[src/rtl/mcg_pkg.sv]
// Shared constants, field layouts and carrier types for the machine-check global block
`default_nettype none
package mcg_pkg;
    // Clock and watchdog time base
    localparam int CLK_PERIOD_NS = 5;
    localparam int US_NS = 1000;
    localparam int CYCLES_PER_US = (US_NS + CLK_PERIOD_NS - 1) / CLK_PERIOD_NS;
    localparam int US_PER_MS = 1000;

    // Implementation size
    localparam int NUM_BANKS = 6;
    localparam int BANK_IDX_W = $clog2(NUM_BANKS);
    localparam logic [7:0] BANK_COUNT = 8'(NUM_BANKS);
    localparam logic CTL_PRESENT = 1'b1;

    // Register numbers on the MSR port
    localparam logic [31:0] ADDR_CAP = 32'h00000100;
    localparam logic [31:0] ADDR_STATUS = 32'h00000101;
    localparam logic [31:0] ADDR_CTL = 32'h00000102;
    localparam logic [31:0] ADDR_WDOG = 32'h00000103;
    localparam logic [31:0] ADDR_INTR_CFG = 32'hc0000410;

    // Field positions
    localparam int CAP_PRESENT_BIT = 8;
    localparam int ST_RESTART_BIT = 0;
    localparam int ST_FAULTING_BIT = 1;
    localparam int ST_PROGRESS_BIT = 2;
    localparam int CFG_THR_LSB = 12;
    localparam int CFG_DEF_LSB = 4;
    localparam int WD_EN_BIT = 0;
    localparam int WD_TB_LSB = 1;
    localparam int WD_CS_LSB = 3;
    localparam logic [11:0] VECTOR_BASE = 12'h500;

    // Values after reset
    localparam logic RST_FLAG = 1'b0;
    localparam logic [NUM_BANKS-1:0] RST_BANK_MASK = '0;
    localparam logic [3:0] RST_SLOT = 4'h0;
    localparam logic [1:0] RST_TB = 2'h0;
    localparam logic [3:0] RST_CS = 4'h0;

    // Watchdog time base codes and count table
    localparam logic [1:0] TB_MS = 2'h0;
    localparam logic [1:0] TB_US = 2'h1;
    localparam int WD_CNT_W = 14;
    localparam logic [3:0] CS_LAST = 4'h9;
    localparam logic [WD_CNT_W-1:0] WD_LIMIT [10] = '{
        14'hfff, 14'h7ff, 14'h3ff, 14'h1ff, 14'h0ff,
        14'h07f, 14'h03f, 14'h01f, 14'h1fff, 14'h3fff};

    typedef enum logic [1:0] {
        GS_RUN = 2'h1,
        GS_SHUTDOWN = 2'h2
    } gstate_t;

    typedef struct packed {
        logic valid;
        logic write;
        logic [31:0] addr;
        logic [63:0] wdata;
    } msr_req_t;

    typedef struct packed {
        logic ack;
        logic fault;
        logic [63:0] rdata;
    } msr_rsp_t;

    typedef struct packed {
        logic valid;
        logic [7:0] bank;
        logic restartValid;
        logic faultingValid;
        logic logAlways;
    } err_event_t;
endpackage : mcg_pkg
`default_nettype wire

[src/rtl/watchdog_prescaler.sv]
// Microsecond and millisecond tick divider for the instruction watchdog
`default_nettype none
module watchdog_prescaler #(
    parameter int DIVIDE = mcg_pkg::CYCLES_PER_US
) (
    input wire logic sys_clk, // Core clock
    input wire logic resetn, // Synchronous reset, active low
    output logic usTick, // One-cycle pulse per microsecond
    output logic msTick // One-cycle pulse per millisecond
);
    typedef struct packed {
        logic [15:0] usCnt;
        logic [9:0] msCnt;
        logic usTick;
        logic msTick;
    } pre_state_t;

    pre_state_t s_reg;
    pre_state_t s_next;

    // Free-running; gating for halt is done in the timer so ticks stay aligned
    always_comb begin
        s_next = s_reg;
        s_next.usTick = 1'b0;
        s_next.msTick = 1'b0;
        if (s_reg.usCnt == 16'(DIVIDE - 1)) begin
            s_next.usCnt = 16'h0000;
            s_next.usTick = 1'b1;
            if (s_reg.msCnt == 10'(mcg_pkg::US_PER_MS - 1)) begin
                s_next.msCnt = 10'h000;
                s_next.msTick = 1'b1;
            end else begin
                s_next.msCnt = s_reg.msCnt + 10'h001;
            end
        end else begin
            s_next.usCnt = s_reg.usCnt + 16'h0001;
        end
    end

    always_ff @(posedge sys_clk) begin
        if (!resetn) begin
            s_reg <= '0;
        end else begin
            s_reg <= s_next;
        end
    end

    assign usTick = s_reg.usTick;
    assign msTick = s_reg.msTick;
endmodule : watchdog_prescaler
`default_nettype wire

[src/rtl/watchdog_timer.sv]
// Instruction-completion watchdog counter with count-select lookup
`default_nettype none
module watchdog_timer (
    input wire logic sys_clk, // Core clock
    input wire logic resetn, // Synchronous reset, active low
    input wire logic enable, // Watchdog enable bit
    input wire logic [1:0] timeBase, // Time base code
    input wire logic [3:0] countSel, // Count select code
    input wire logic usTick, // Microsecond tick
    input wire logic msTick, // Millisecond tick
    input wire logic instrDone, // An instruction completed this cycle
    input wire logic halted, // Halt or stop-grant
    output logic expire // One-cycle timeout pulse
);
    typedef struct packed {
        logic [mcg_pkg::WD_CNT_W-1:0] count;
        logic expire;
    } wd_state_t;

    wd_state_t s_reg;
    wd_state_t s_next;
    logic tick;
    logic codesValid;
    logic [mcg_pkg::WD_CNT_W-1:0] limit;

    // Reserved codes keep the timer still rather than guess a period
    always_comb begin
        codesValid = (countSel <= mcg_pkg::CS_LAST) &&
            (timeBase == mcg_pkg::TB_MS || timeBase == mcg_pkg::TB_US);
        tick = (timeBase == mcg_pkg::TB_MS) ? msTick : usTick;
        limit = codesValid ? mcg_pkg::WD_LIMIT[countSel] : '1;
        s_next = s_reg;
        s_next.expire = 1'b0;
        if (!enable) begin
            s_next.count = s_reg.count;
        end else if (instrDone) begin
            s_next.count = '0;
        end else if (halted) begin
            s_next.count = s_reg.count;
        end else if (tick && codesValid) begin
            if (s_reg.count + 14'h0001 >= limit) begin
                s_next.count = '0;
                s_next.expire = 1'b1;
            end else begin
                s_next.count = s_reg.count + 14'h0001;
            end
        end
    end

    always_ff @(posedge sys_clk) begin
        if (!resetn) begin
            s_reg <= '0;
        end else begin
            s_reg <= s_next;
        end
    end

    assign expire = s_reg.expire;
endmodule : watchdog_timer
`default_nettype wire

[src/rtl/machine_check_global.sv]
// Machine-check global registers, exception sequencing and instruction watchdog
// What this block does
// - Capability low byte reports bank count
// - Capability bit 8 shows control register present
// - Status bit 0: restart pointer is valid
// - Status bit 1: interrupted thread caused error
// - Set in-progress flag on every exception
// - Error during in-progress enters shutdown
// - Enable mask bits gate each bank
// - Some disabled-bank errors may still log
// - Threshold vector address from bits 15:12
// - Deferred vector address from bits 7:4
// - Watchdog timeout raises machine check
// - Completion restarts watchdog count
// - No counting while halted or stop-grant
// - Enable bit lets timer run
// - Time base: millisecond or microsecond
// - Timeout is count times time base
// - Count-select table of period values
`default_nettype none
module machine_check_global #(
    parameter int PRESCALE = mcg_pkg::CYCLES_PER_US
) (
    input wire logic sys_clk, // Core clock, 200 MHz
    input wire logic resetn, // Synchronous reset, active low
    input wire mcg_pkg::msr_req_t msrReq, // MSR read or write request
    output mcg_pkg::msr_rsp_t msrRsp, // MSR answer, one cycle later
    input wire mcg_pkg::err_event_t errEvent, // Error detected by a bank
    input wire logic instrDone, // Instruction completion strobe
    input wire logic halted, // Halt or stop-grant level
    output logic mcException, // Machine-check exception pulse
    output logic shutdown, // Shutdown state level
    output logic logStrobe, // Bank must log the error pulse
    output logic [mcg_pkg::NUM_BANKS-1:0] bankEnable, // Per-bank report enable
    output logic [11:0] thresholdVectorAddr, // Threshold vector entry address
    output logic [11:0] deferredVectorAddr // Deferred vector entry address
);
    typedef struct packed {
        logic restartValid;
        logic faultingValid;
        logic inProgress;
        logic [mcg_pkg::NUM_BANKS-1:0] bankMask;
        logic [3:0] thrSlot;
        logic [3:0] defSlot;
        logic wdEn;
        logic [1:0] wdTb;
        logic [3:0] wdCs;
        mcg_pkg::gstate_t gstate;
        mcg_pkg::msr_rsp_t rsp;
        logic mcPulse;
        logic logPulse;
    } mcg_state_t;

    mcg_state_t s_reg;
    mcg_state_t s_next;

    logic usTick;
    logic msTick;
    logic wdExpire;
    logic bankInRange;
    logic bankOn;
    logic reportable;
    logic raise;
    logic [63:0] wdata;

    // Tick source for the watchdog time base
    watchdog_prescaler #(
        .DIVIDE(PRESCALE)
    ) watchdog_prescaler_i (
        .sys_clk(sys_clk),
        .resetn(resetn),
        .usTick(usTick),
        .msTick(msTick)
    );

    // Watchdog counter, steered by the watchdog configuration register
    watchdog_timer watchdog_timer_i (
        .sys_clk(sys_clk),
        .resetn(resetn),
        .enable(s_reg.wdEn),
        .timeBase(s_reg.wdTb),
        .countSel(s_reg.wdCs),
        .usTick(usTick),
        .msTick(msTick),
        .instrDone(instrDone),
        .halted(halted),
        .expire(wdExpire)
    );

    // Error qualification; a bank number past the last bank is ignored
    always_comb begin
        bankInRange = errEvent.bank < mcg_pkg::BANK_COUNT;
        bankOn = bankInRange && s_reg.bankMask[errEvent.bank[mcg_pkg::BANK_IDX_W-1:0]];
        reportable = errEvent.valid && bankOn;
        raise = reportable || wdExpire;
        wdata = msrReq.wdata;
    end

    // Register access first, hardware events last so a set beats a clear
    always_comb begin
        s_next = s_reg;
        s_next.mcPulse = 1'b0;
        s_next.logPulse = 1'b0;
        s_next.rsp = '0;

        if (msrReq.valid) begin
            s_next.rsp.ack = 1'b1;
            if (msrReq.addr == mcg_pkg::ADDR_CAP) begin
                // Writes are dropped; the far side must not issue them
                if (!msrReq.write) begin
                    s_next.rsp.rdata[7:0] = mcg_pkg::BANK_COUNT;
                    s_next.rsp.rdata[mcg_pkg::CAP_PRESENT_BIT] = mcg_pkg::CTL_PRESENT;
                end
            end else if (msrReq.addr == mcg_pkg::ADDR_STATUS) begin
                if (msrReq.write) begin
                    s_next.restartValid = wdata[mcg_pkg::ST_RESTART_BIT];
                    s_next.faultingValid = wdata[mcg_pkg::ST_FAULTING_BIT];
                    s_next.inProgress = wdata[mcg_pkg::ST_PROGRESS_BIT];
                end else begin
                    s_next.rsp.rdata[mcg_pkg::ST_RESTART_BIT] = s_reg.restartValid;
                    s_next.rsp.rdata[mcg_pkg::ST_FAULTING_BIT] = s_reg.faultingValid;
                    s_next.rsp.rdata[mcg_pkg::ST_PROGRESS_BIT] = s_reg.inProgress;
                end
            end else if (msrReq.addr == mcg_pkg::ADDR_CTL) begin
                if (msrReq.write) begin
                    s_next.bankMask = wdata[mcg_pkg::NUM_BANKS-1:0];
                end else begin
                    s_next.rsp.rdata[mcg_pkg::NUM_BANKS-1:0] = s_reg.bankMask;
                end
            end else if (msrReq.addr == mcg_pkg::ADDR_INTR_CFG) begin
                if (msrReq.write) begin
                    s_next.thrSlot = wdata[mcg_pkg::CFG_THR_LSB +: 4];
                    s_next.defSlot = wdata[mcg_pkg::CFG_DEF_LSB +: 4];
                end else begin
                    s_next.rsp.rdata[mcg_pkg::CFG_THR_LSB +: 4] = s_reg.thrSlot;
                    s_next.rsp.rdata[mcg_pkg::CFG_DEF_LSB +: 4] = s_reg.defSlot;
                end
            end else if (msrReq.addr == mcg_pkg::ADDR_WDOG) begin
                // Reserved upper bits are should-be-zero and simply not stored
                if (msrReq.write) begin
                    s_next.wdEn = wdata[mcg_pkg::WD_EN_BIT];
                    s_next.wdTb = wdata[mcg_pkg::WD_TB_LSB +: 2];
                    s_next.wdCs = wdata[mcg_pkg::WD_CS_LSB +: 4];
                end else begin
                    s_next.rsp.rdata[mcg_pkg::WD_EN_BIT] = s_reg.wdEn;
                    s_next.rsp.rdata[mcg_pkg::WD_TB_LSB +: 2] = s_reg.wdTb;
                    s_next.rsp.rdata[mcg_pkg::WD_CS_LSB +: 4] = s_reg.wdCs;
                end
            end else begin
                s_next.rsp.fault = 1'b1;
            end
        end

        // Logging may proceed for a masked bank when the source insists
        if (errEvent.valid && bankInRange && (bankOn || errEvent.logAlways)) begin
            s_next.logPulse = 1'b1;
        end

        case (s_reg.gstate)
            mcg_pkg::GS_RUN: begin
                if (raise) begin
                    if (s_reg.inProgress) begin
                        s_next.gstate = mcg_pkg::GS_SHUTDOWN;
                    end else begin
                        s_next.mcPulse = 1'b1;
                        s_next.inProgress = 1'b1;
                        // A stuck instruction cannot be restarted but is the culprit
                        s_next.restartValid = reportable && errEvent.restartValid;
                        s_next.faultingValid = reportable ? errEvent.faultingValid : 1'b1;
                    end
                end
            end
            mcg_pkg::GS_SHUTDOWN: begin
                // Only reset leaves shutdown
                s_next.gstate = mcg_pkg::GS_SHUTDOWN;
            end
            default: begin
                s_next.gstate = mcg_pkg::GS_SHUTDOWN;
            end
        endcase
    end

    // State register
    always_ff @(posedge sys_clk) begin
        if (!resetn) begin
            s_reg.restartValid <= mcg_pkg::RST_FLAG;
            s_reg.faultingValid <= mcg_pkg::RST_FLAG;
            s_reg.inProgress <= mcg_pkg::RST_FLAG;
            s_reg.bankMask <= mcg_pkg::RST_BANK_MASK;
            s_reg.thrSlot <= mcg_pkg::RST_SLOT;
            s_reg.defSlot <= mcg_pkg::RST_SLOT;
            s_reg.wdEn <= mcg_pkg::RST_FLAG;
            s_reg.wdTb <= mcg_pkg::RST_TB;
            s_reg.wdCs <= mcg_pkg::RST_CS;
            s_reg.gstate <= mcg_pkg::GS_RUN;
            s_reg.rsp <= '0;
            s_reg.mcPulse <= 1'b0;
            s_reg.logPulse <= 1'b0;
        end else begin
            s_reg <= s_next;
        end
    end

    // Outputs straight from state
    assign msrRsp = s_reg.rsp;
    assign mcException = s_reg.mcPulse;
    assign shutdown = (s_reg.gstate == mcg_pkg::GS_SHUTDOWN);
    assign logStrobe = s_reg.logPulse;
    assign bankEnable = s_reg.bankMask;
    assign thresholdVectorAddr = {4'h0, s_reg.thrSlot, 4'h0} + mcg_pkg::VECTOR_BASE;
    assign deferredVectorAddr = {4'h0, s_reg.defSlot, 4'h0} + mcg_pkg::VECTOR_BASE;
endmodule : machine_check_global
`default_nettype wire

[config.mk]
export PLATFORM = sky130hd
export DESIGN_NAME = machine_check_global
export DESIGN_NICKNAME = d
export VERILOG_FILES = /design/src/rtl/mcg_pkg.sv /design/src/rtl/watchdog_prescaler.sv /design/src/rtl/watchdog_timer.sv /design/src/rtl/machine_check_global.sv
export SDC_FILE = /design/constraint.sdc
export NUM_CORES = 1
export LEC_CHECK = 0
export BUFFER_PORTS_ARGS = -buffer_cell sky130_fd_sc_hd__buf_2
export CAP_MARGIN = 5
export CORE_MARGIN = 2
export CORE_UTILIZATION = 50
export DETAILED_ROUTE_END_ITERATION = 10
export GPL_ROUTABILITY_DRIVEN = 0
export PLACE_DENSITY = 0.83
export SYNTH_ARGS = -nofsm -noshare
export SYNTH_HDL_FRONTEND = slang
export SYNTH_SLANG_ARGS = --single-unit
[constraint.sdc]
create_clock -name sys_clk -period 4.4 [get_ports sys_clk]
set_input_delay 1.32 -clock sys_clk [delete_from_list [all_inputs] [get_ports sys_clk]]
set_output_delay 1.32 -clock sys_clk [all_outputs]
set_load 0.02 [all_outputs]
======== Word level (Yosys, flattened, before mapping) ========
Memory sizes are Yosys's and may differ from the RTL's.
Cells that the tools add are included.
operators by class
  $add $sub $neg .......................... 5
  multiply operators ...................... 0
  div/mod/pow operators ................... 0
  $lt $le $gt $ge ......................... 5
  equality and inequality tests ........... 13
  shifts and indexed selects .............. 0
  multiplexer cells ....................... 56
  bitwise logic cells ..................... 9
  reductions and logical operators ........ 25
operators with widths
  operator                                                                       count
  32-bit by 9-bit == test with 1-bit output (second input constant)              4
  14-bit two-way mux                                                             6
  24-bit two-way mux                                                             2
  7-bit two-way mux                                                              5
  32-bit == test (second input constant)                                         1
  15-bit two-way mux                                                             2
  8-bit by 11-bit adder with 12-bit output (second input constant)               2
  3-bit two-way mux                                                              8
  6-bit two-way mux                                                              4
  8-bit two-way mux                                                              3
  21-bit two-way mux                                                             1
  16-bit by 1-bit adder with 16-bit output (second input constant)               1
  16-bit by 8-bit == test with 1-bit output (second input constant)              1
  14-bit by 1-bit adder with 14-bit output (second input constant)               1
  14-bit >= comparator                                                           1
  1-bit two-way mux                                                              13
  2-bit two-way mux                                                              6
  10-bit by 1-bit adder with 10-bit output (second input constant)               1
  10-bit == test (second input constant)                                         1
  10-bit two-way mux                                                             1
  9-bit two-way mux                                                              1
  3-bit AND reduction                                                            3
  8-bit by 3-bit less-than comparator with 1-bit output (second input constant)  1
  4-bit two-way mux                                                              2
  22 further kinds                                                               42
word-level totals
  bits in registers ....................... 137
  bits in latches ......................... 0
  RAM bits ................................ 0
  memory bits (read-only) ................. 224
  output and inout port bits .............. 99
  logic and storage cells ................. 138
  memories kept ........................... 1
memories
  name              depth  width  rd ports  clocked after memory_dff  write ports  RTL line              text
  (name not given)  16     14     1         0                         0            watchdog_timer.sv:31  limit = codesValid ? mcg_pkg::WD_LIMIT[countSel] : '1;

======== Longest topological paths before layout ========
  depth after elaboration ................. 10
  depth in mapped cells ................... 12
  depth with buffers taken out ............ 10

======== By module ========
Synthesis repeated with hierarchy kept, for this count alone.
unflattened totals
  cells, all modules ...................... 572
  area, all modules ....................... 4988.5 um2
by module, submodules not included
  module                times used  cells an instance  area each (um2)
  machine_check_global  1           289                2573.7
  watchdog_prescaler    1           154                1310.0
  watchdog_timer        1           129                1104.8

======== Worst setup path before layout ========
Ideal clock, no wire load.
  kind .................................... input to register
  start point ............................. input port msrReq[94] (netlist name)
  end point ............................... register s_reg[92] (netlist name)
  library setup time ...................... 0.095 ns
  data arrival time ....................... 3.017 ns
  required time ........................... 4.305 ns
  setup slack ............................. 1.288 ns
  stages on the path ...................... 6
  cell sequence ........................... nand2b_1 or4_4 or4_2 clkbuf_1 mux2i_1 a221oi_1
between the ends
  longest elaborated chain between the ends .. 7
ends and longest elaborated chain
  what                                       RTL line                     text
  start: declaration                         machine_check_global.sv:26   input wire mcg_pkg::msr_req_t msrReq,
  32-bit by 9-bit == test with 1-bit output  machine_check_global.sv:114  end else if (msrReq.addr == mcg_pkg::ADDR_STATUS) begin
  3-bit two-way mux                          machine_check_global.sv:114
  24-bit two-way mux (*)                     machine_check_global.sv:108  if (msrReq.addr == mcg_pkg::ADDR_CAP) begin
  24-bit two-way mux (*)                     machine_check_global.sv:106  if (msrReq.valid) begin
  3-bit two-way mux                          machine_check_global.sv:162  if (s_reg.inProgress) begin
  3-bit two-way mux                          machine_check_global.sv:161  if (raise) begin
  3-bit two-way mux (*)                      machine_check_global.sv:159  case (s_reg.gstate)
  end signal: assignment                     machine_check_global.sv:200  s_reg <= s_next;
  end: declaration                           machine_check_global.sv:54   mcg_state_t s_reg;
Every way passes the cells marked *; elsewhere a longest branch is shown, timed or not.
A chain may end at the register's enable or synchronous reset.

======== Worst setup path in the final report ========
  start point ............................. register watchdog_timer_i.s_reg[1] (netlist name)
  end point ............................... register watchdog_timer_i.s_reg[6] (netlist name)
between the ends
  longest elaborated chain between the ends .. 6
ends and longest elaborated chain
  what                                          RTL line                                    text
  start: declaration                            watchdog_timer.sv:20                        wd_state_t s_reg;
  start signal: assignment                      watchdog_timer.sv:54                        s_reg <= s_next;
  14-bit by 1-bit adder with 14-bit output (*)  watchdog_timer.sv:41, watchdog_timer.sv:45
  14-bit >= comparator                          watchdog_timer.sv:41                        if (s_reg.count + 14'h0001 >= limit) begin
  14-bit two-way mux (*)                        watchdog_timer.sv:41
  15-bit two-way mux (*)                        watchdog_timer.sv:40                        end else if (tick && codesValid) begin
  14-bit two-way mux (*)                        watchdog_timer.sv:38                        end else if (halted) begin
  14-bit two-way mux (*)                        watchdog_timer.sv:36                        end else if (instrDone) begin
Every way passes the cells marked *; elsewhere a longest branch is shown, timed or not. The select of a mux whose other input is x is not followed.

==> impl_metrics.ini <==
[run_status]
run_status = completed

[floorplanning]
pin_count = 213
die_area_um2 = 10680
initial_core_util_pct = 50.97
die_w_um = 103.4
die_h_um = 103.4
core_area_um2 = 9684
std_cell_rows = 36

[cts]
cts_hold_buf = 0
cts_sinks = 86
cts_root_buf = clkbuf_8
clock_path_buffers = 2
postCtsSetupRepairBufs = 0
cts.clk_slew.worst_paths_ps = 90
clock_latency_ps = 380
cts_buffers = 9
cts_tree = built
htree_levels = 3
ctsResizeCount = 0

[run]
cap_viol_max_count = 0

[pwr]
switchingPower_uw = 385.5
seqPwrFrac_pct = 51.0
power.density_nw_per_um2 = 292.5
combPwrFrac_pct = 8.0
leakage_uw = 0.002287
internal-power_uw = 1149
pwr-share-clk_pct = 41.0
power_switching_share_pct = 25.12
peakVddDrop_v = 0.0001427

[cells_and_area]
final_nets = 754
drive_above_1_share_pct = 18.83
syn2layout_area_growth_pct = 6.312
multi_input_area_um2 = 2618
largest_register_ffs = 26
antenna_cells = 0
final_cell_area_um2 = 5248
area.sequential_um2 = 1722
nFillCells = 879

[logic_synthesis]
ys_async_sr_fraction_pct = 0
synth_top_cell_area_share_pct = 34.88
synth_flop_cell = dfxtp_1
synth_cells = 571
ys_ff_latch = 86
synth_top_cell_by_area = dfxtp_1
synth.cell_area_um2 = 4936
ys_seq_area_share_pct = 34.88
avgSynthCellArea_um2 = 8.644
yosysUniqueCellTypes = 53
synthTopCellsByArea = dfxtp_1, buf_4, mux2i_1
synth_warnings = 0
synth_edf_count = 0

[route]
vias = 4005
wl_per_cell_um = 13.84
drt_pass1_iterations = 5
detail-route-antenna-nets = 0
vias_per_cell = 5.235
wirelength_um = 10590
drc_errors = 0
drt_iter0_markers = 190

[global_route]
grt_overflow = 0
grt_use_total_pct = 19.38
grt_max_degree = 23
grt_pass1_wl_um = 16350
grt_antenna_before_repair = 0
first_global_vias = 3646

[min_path]
hp-class = flip-flop to flip-flop

[timing]
max_slew_margin_pct = 44.41
fin_skew_ps = 14.51
setup-violations-final = 0
fin_crit_sh_pct = 76.90
finalSetupTns_ps = 0
fin_crit_ps = 3383
hold_violations = 0
maxSlewViolCount = 0
max_freq_ghz = 0.2956
rsz0062_at_grt = no
worst_slew_pin_slew_ps = 828.9

[worst_setup_path]
startpoint_type = flip-flop
startpoint = watchdog_timer_i.s_reg[1]
critPathCaptureType = flip-flop
crit_chain = ha_1 -> and3_1 -> nand4_1 -> xnor2_1 -> ha_1 -> nand4_1 -> nor4_1 -> a211oi_1 -> and3_1 -> a22o_1
regToRegSetupSlack_ps = 1020
reg2reg_to = watchdog_timer_i.s_reg[6]
cpMaxStageDelayCell = a211oi_1
critPathRequiredTime_ps = 4710
cp_slowest_stage_delay_ps = 720
critical_path.top_delay_family = simple AND/OR/NAND/NOR gates
crit_type = flip-flop to flip-flop
worstPathMaxFanout = 8
reg2reg_depth = 10
arrival_ps = 3700
critPathCapture = watchdog_timer_i.s_reg[6]
r2r-start = watchdog_timer_i.s_reg[1]
worstSetupPathDepth = 10
path_buf_inv = 0

[place]
place_area_um2 = 5024
io_buffers = 93
dp_hpwl_um = 8059
==> power by group through the flow <==
| stage | clock network (µW) | registers, µW | logic (µW) |
|---|---|---|---|
| 6_report | 629 | 783 | 122 |
| 5_1_grt | 671 | 783 | 135 |
| 4_1_cts | 634 | 783 | 121 |
| 3_5_place_dp | 0 | 801 | 121 |
| 3_3_place_gp | 0 | 801 | 118 |
| 2_1_floorplan | 0 | 801 | 129 |
==> Yosys cell counts, types with 2 or more instances <==
| cell type | n |
|---|---|
| mux2_2 | 3 |
| ha_1 | 13 |
| conb_1 | 2 |
| mux2i_1 | 31 |
| nor2b_1 | 6 |
| nand2_1 | 55 |
| a22o_1 | 7 |
| a2111oi_0 | 2 |
| nor3_1 | 13 |
| dfxtp_1 | 86 |
| a211oi_1 | 4 |
| and4_1 | 7 |
| a21boi_0 | 2 |
| a22oi_1 | 3 |
| nand3b_1 | 3 |
| or3_1 | 3 |
| nand4b_1 | 2 |
| inv_1 | 10 |
| nor2_1 | 41 |
| o21ai_0 | 9 |
| clkbuf_1 | 16 |
| o21a_1 | 4 |
| and3_1 | 13 |
| xor2_1 | 12 |
| buf_4 | 97 |
| nor4_1 | 12 |
| a221oi_1 | 2 |
| and2_1 | 11 |
| a21oi_1 | 15 |
| xnor2_1 | 20 |
| nand2b_1 | 7 |
| nand4_1 | 15 |
| nand3_1 | 20 |
| a41oi_1 | 6 |
==> cell type report <==
class,instances,share of cell area (%)
Multi-Input combinational cell,425,49.88
Sequential cell,86,32.81
Timing Repair Buffer,95,9.156
Clock buffer,11,2.694
Tap cell,133,3.171
Clock inverter,5,1.574
Inverter,10,0.7153
==> per-layer routing <==
layer / part of all wire [%] / track usage, % / wire length, µm / vias up
li1: - / - / - / 1944
met1: 42 / 23.62 / 4431 / 1849
met2: 49 / 33.90 / 5195 / 192
met3: 7.2 / 3.763 / 761 / 20
met4: 1.9 / 7.085 / 197 / 0
met5: 0 / 0 / 0 / -
==> worst min path at each step <==
stage,startpoint,end,cells past startpoint
after floorplan,watchdog_prescaler_i.s_reg[12],watchdog_prescaler_i.s_reg[12],1
after global placement,watchdog_prescaler_i.s_reg[12],watchdog_prescaler_i.s_reg[12],1
after detailed placement,watchdog_prescaler_i.s_reg[12],watchdog_prescaler_i.s_reg[12],1
after CTS,watchdog_prescaler_i.s_reg[12],watchdog_prescaler_i.s_reg[12],1
after global routing,watchdog_prescaler_i.s_reg[12],watchdog_prescaler_i.s_reg[12],1
final,watchdog_prescaler_i.s_reg[12],watchdog_prescaler_i.s_reg[12],1
==> cell usage in the layout (no fill, tap or decap), types with 13 or more instances in the layout <==
| cell | instances |
|---|---|
| conb_1 | 67 |
| ha_1 | 13 |
| xnor2_1 | 20 |
| buf_2 | 93 |
| nor2_1 | 41 |
| nand3_1 | 20 |
| nand2_1 | 55 |
| nand4_1 | 15 |
| and3_1 | 13 |
| dfxtp_1 | 86 |
| mux2i_1 | 31 |
| a21oi_1 | 15 |
| nor3_1 | 13 |
==> worst reg2reg max path: cells and delay by family (launching register included) <==
kind / cells / cell delay (ps)
XOR/XNOR: 1 / 300
adder cells (fa/ha/maj): 2 / 600
AND/OR/NAND/NOR: 5 / 1110
AO/OA/AOI/OAI: 2 / 900
flip-flops: 1 / 420
==> metrics by stage <==
| step | power (µW) | instances | hold WS, ps | util [%] | worst slack (ps) |
|---|---|---|---|---|---|
| 2_1_floorplan | 929.5 | 636 | 413.2 | - | 1288 |
| 3_3_place_gp | 919.3 | 749 | 420.9 | 51.87 | 1036 |
| 3_5_place_dp | 921.9 | 749 | 436.9 | 51.87 | 930.9 |
| 4_1_cts | 1538 | 765 | 449.3 | 54.19 | 1099 |
| 5_1_grt | 1589 | 765 | 473.7 | 54.19 | 837.6 |
| 6_report | 1535 | 765 | 458.2 | 54.19 | 1017 |
==> cells by family after synthesis <==
group,Yosys count,synth area share [%]
flip-flops,86,34.88
other,2,0.1521
XOR/XNOR,32,5.678
buffers and inverters,125,17.03
AND/OR/NAND/NOR,217,22.92
multiplexers,35,7.427
adder cells (fa/ha/maj),13,3.295
AO/OA/AOI/OAI,61,8.619
(Power assumes the default switching activity.)
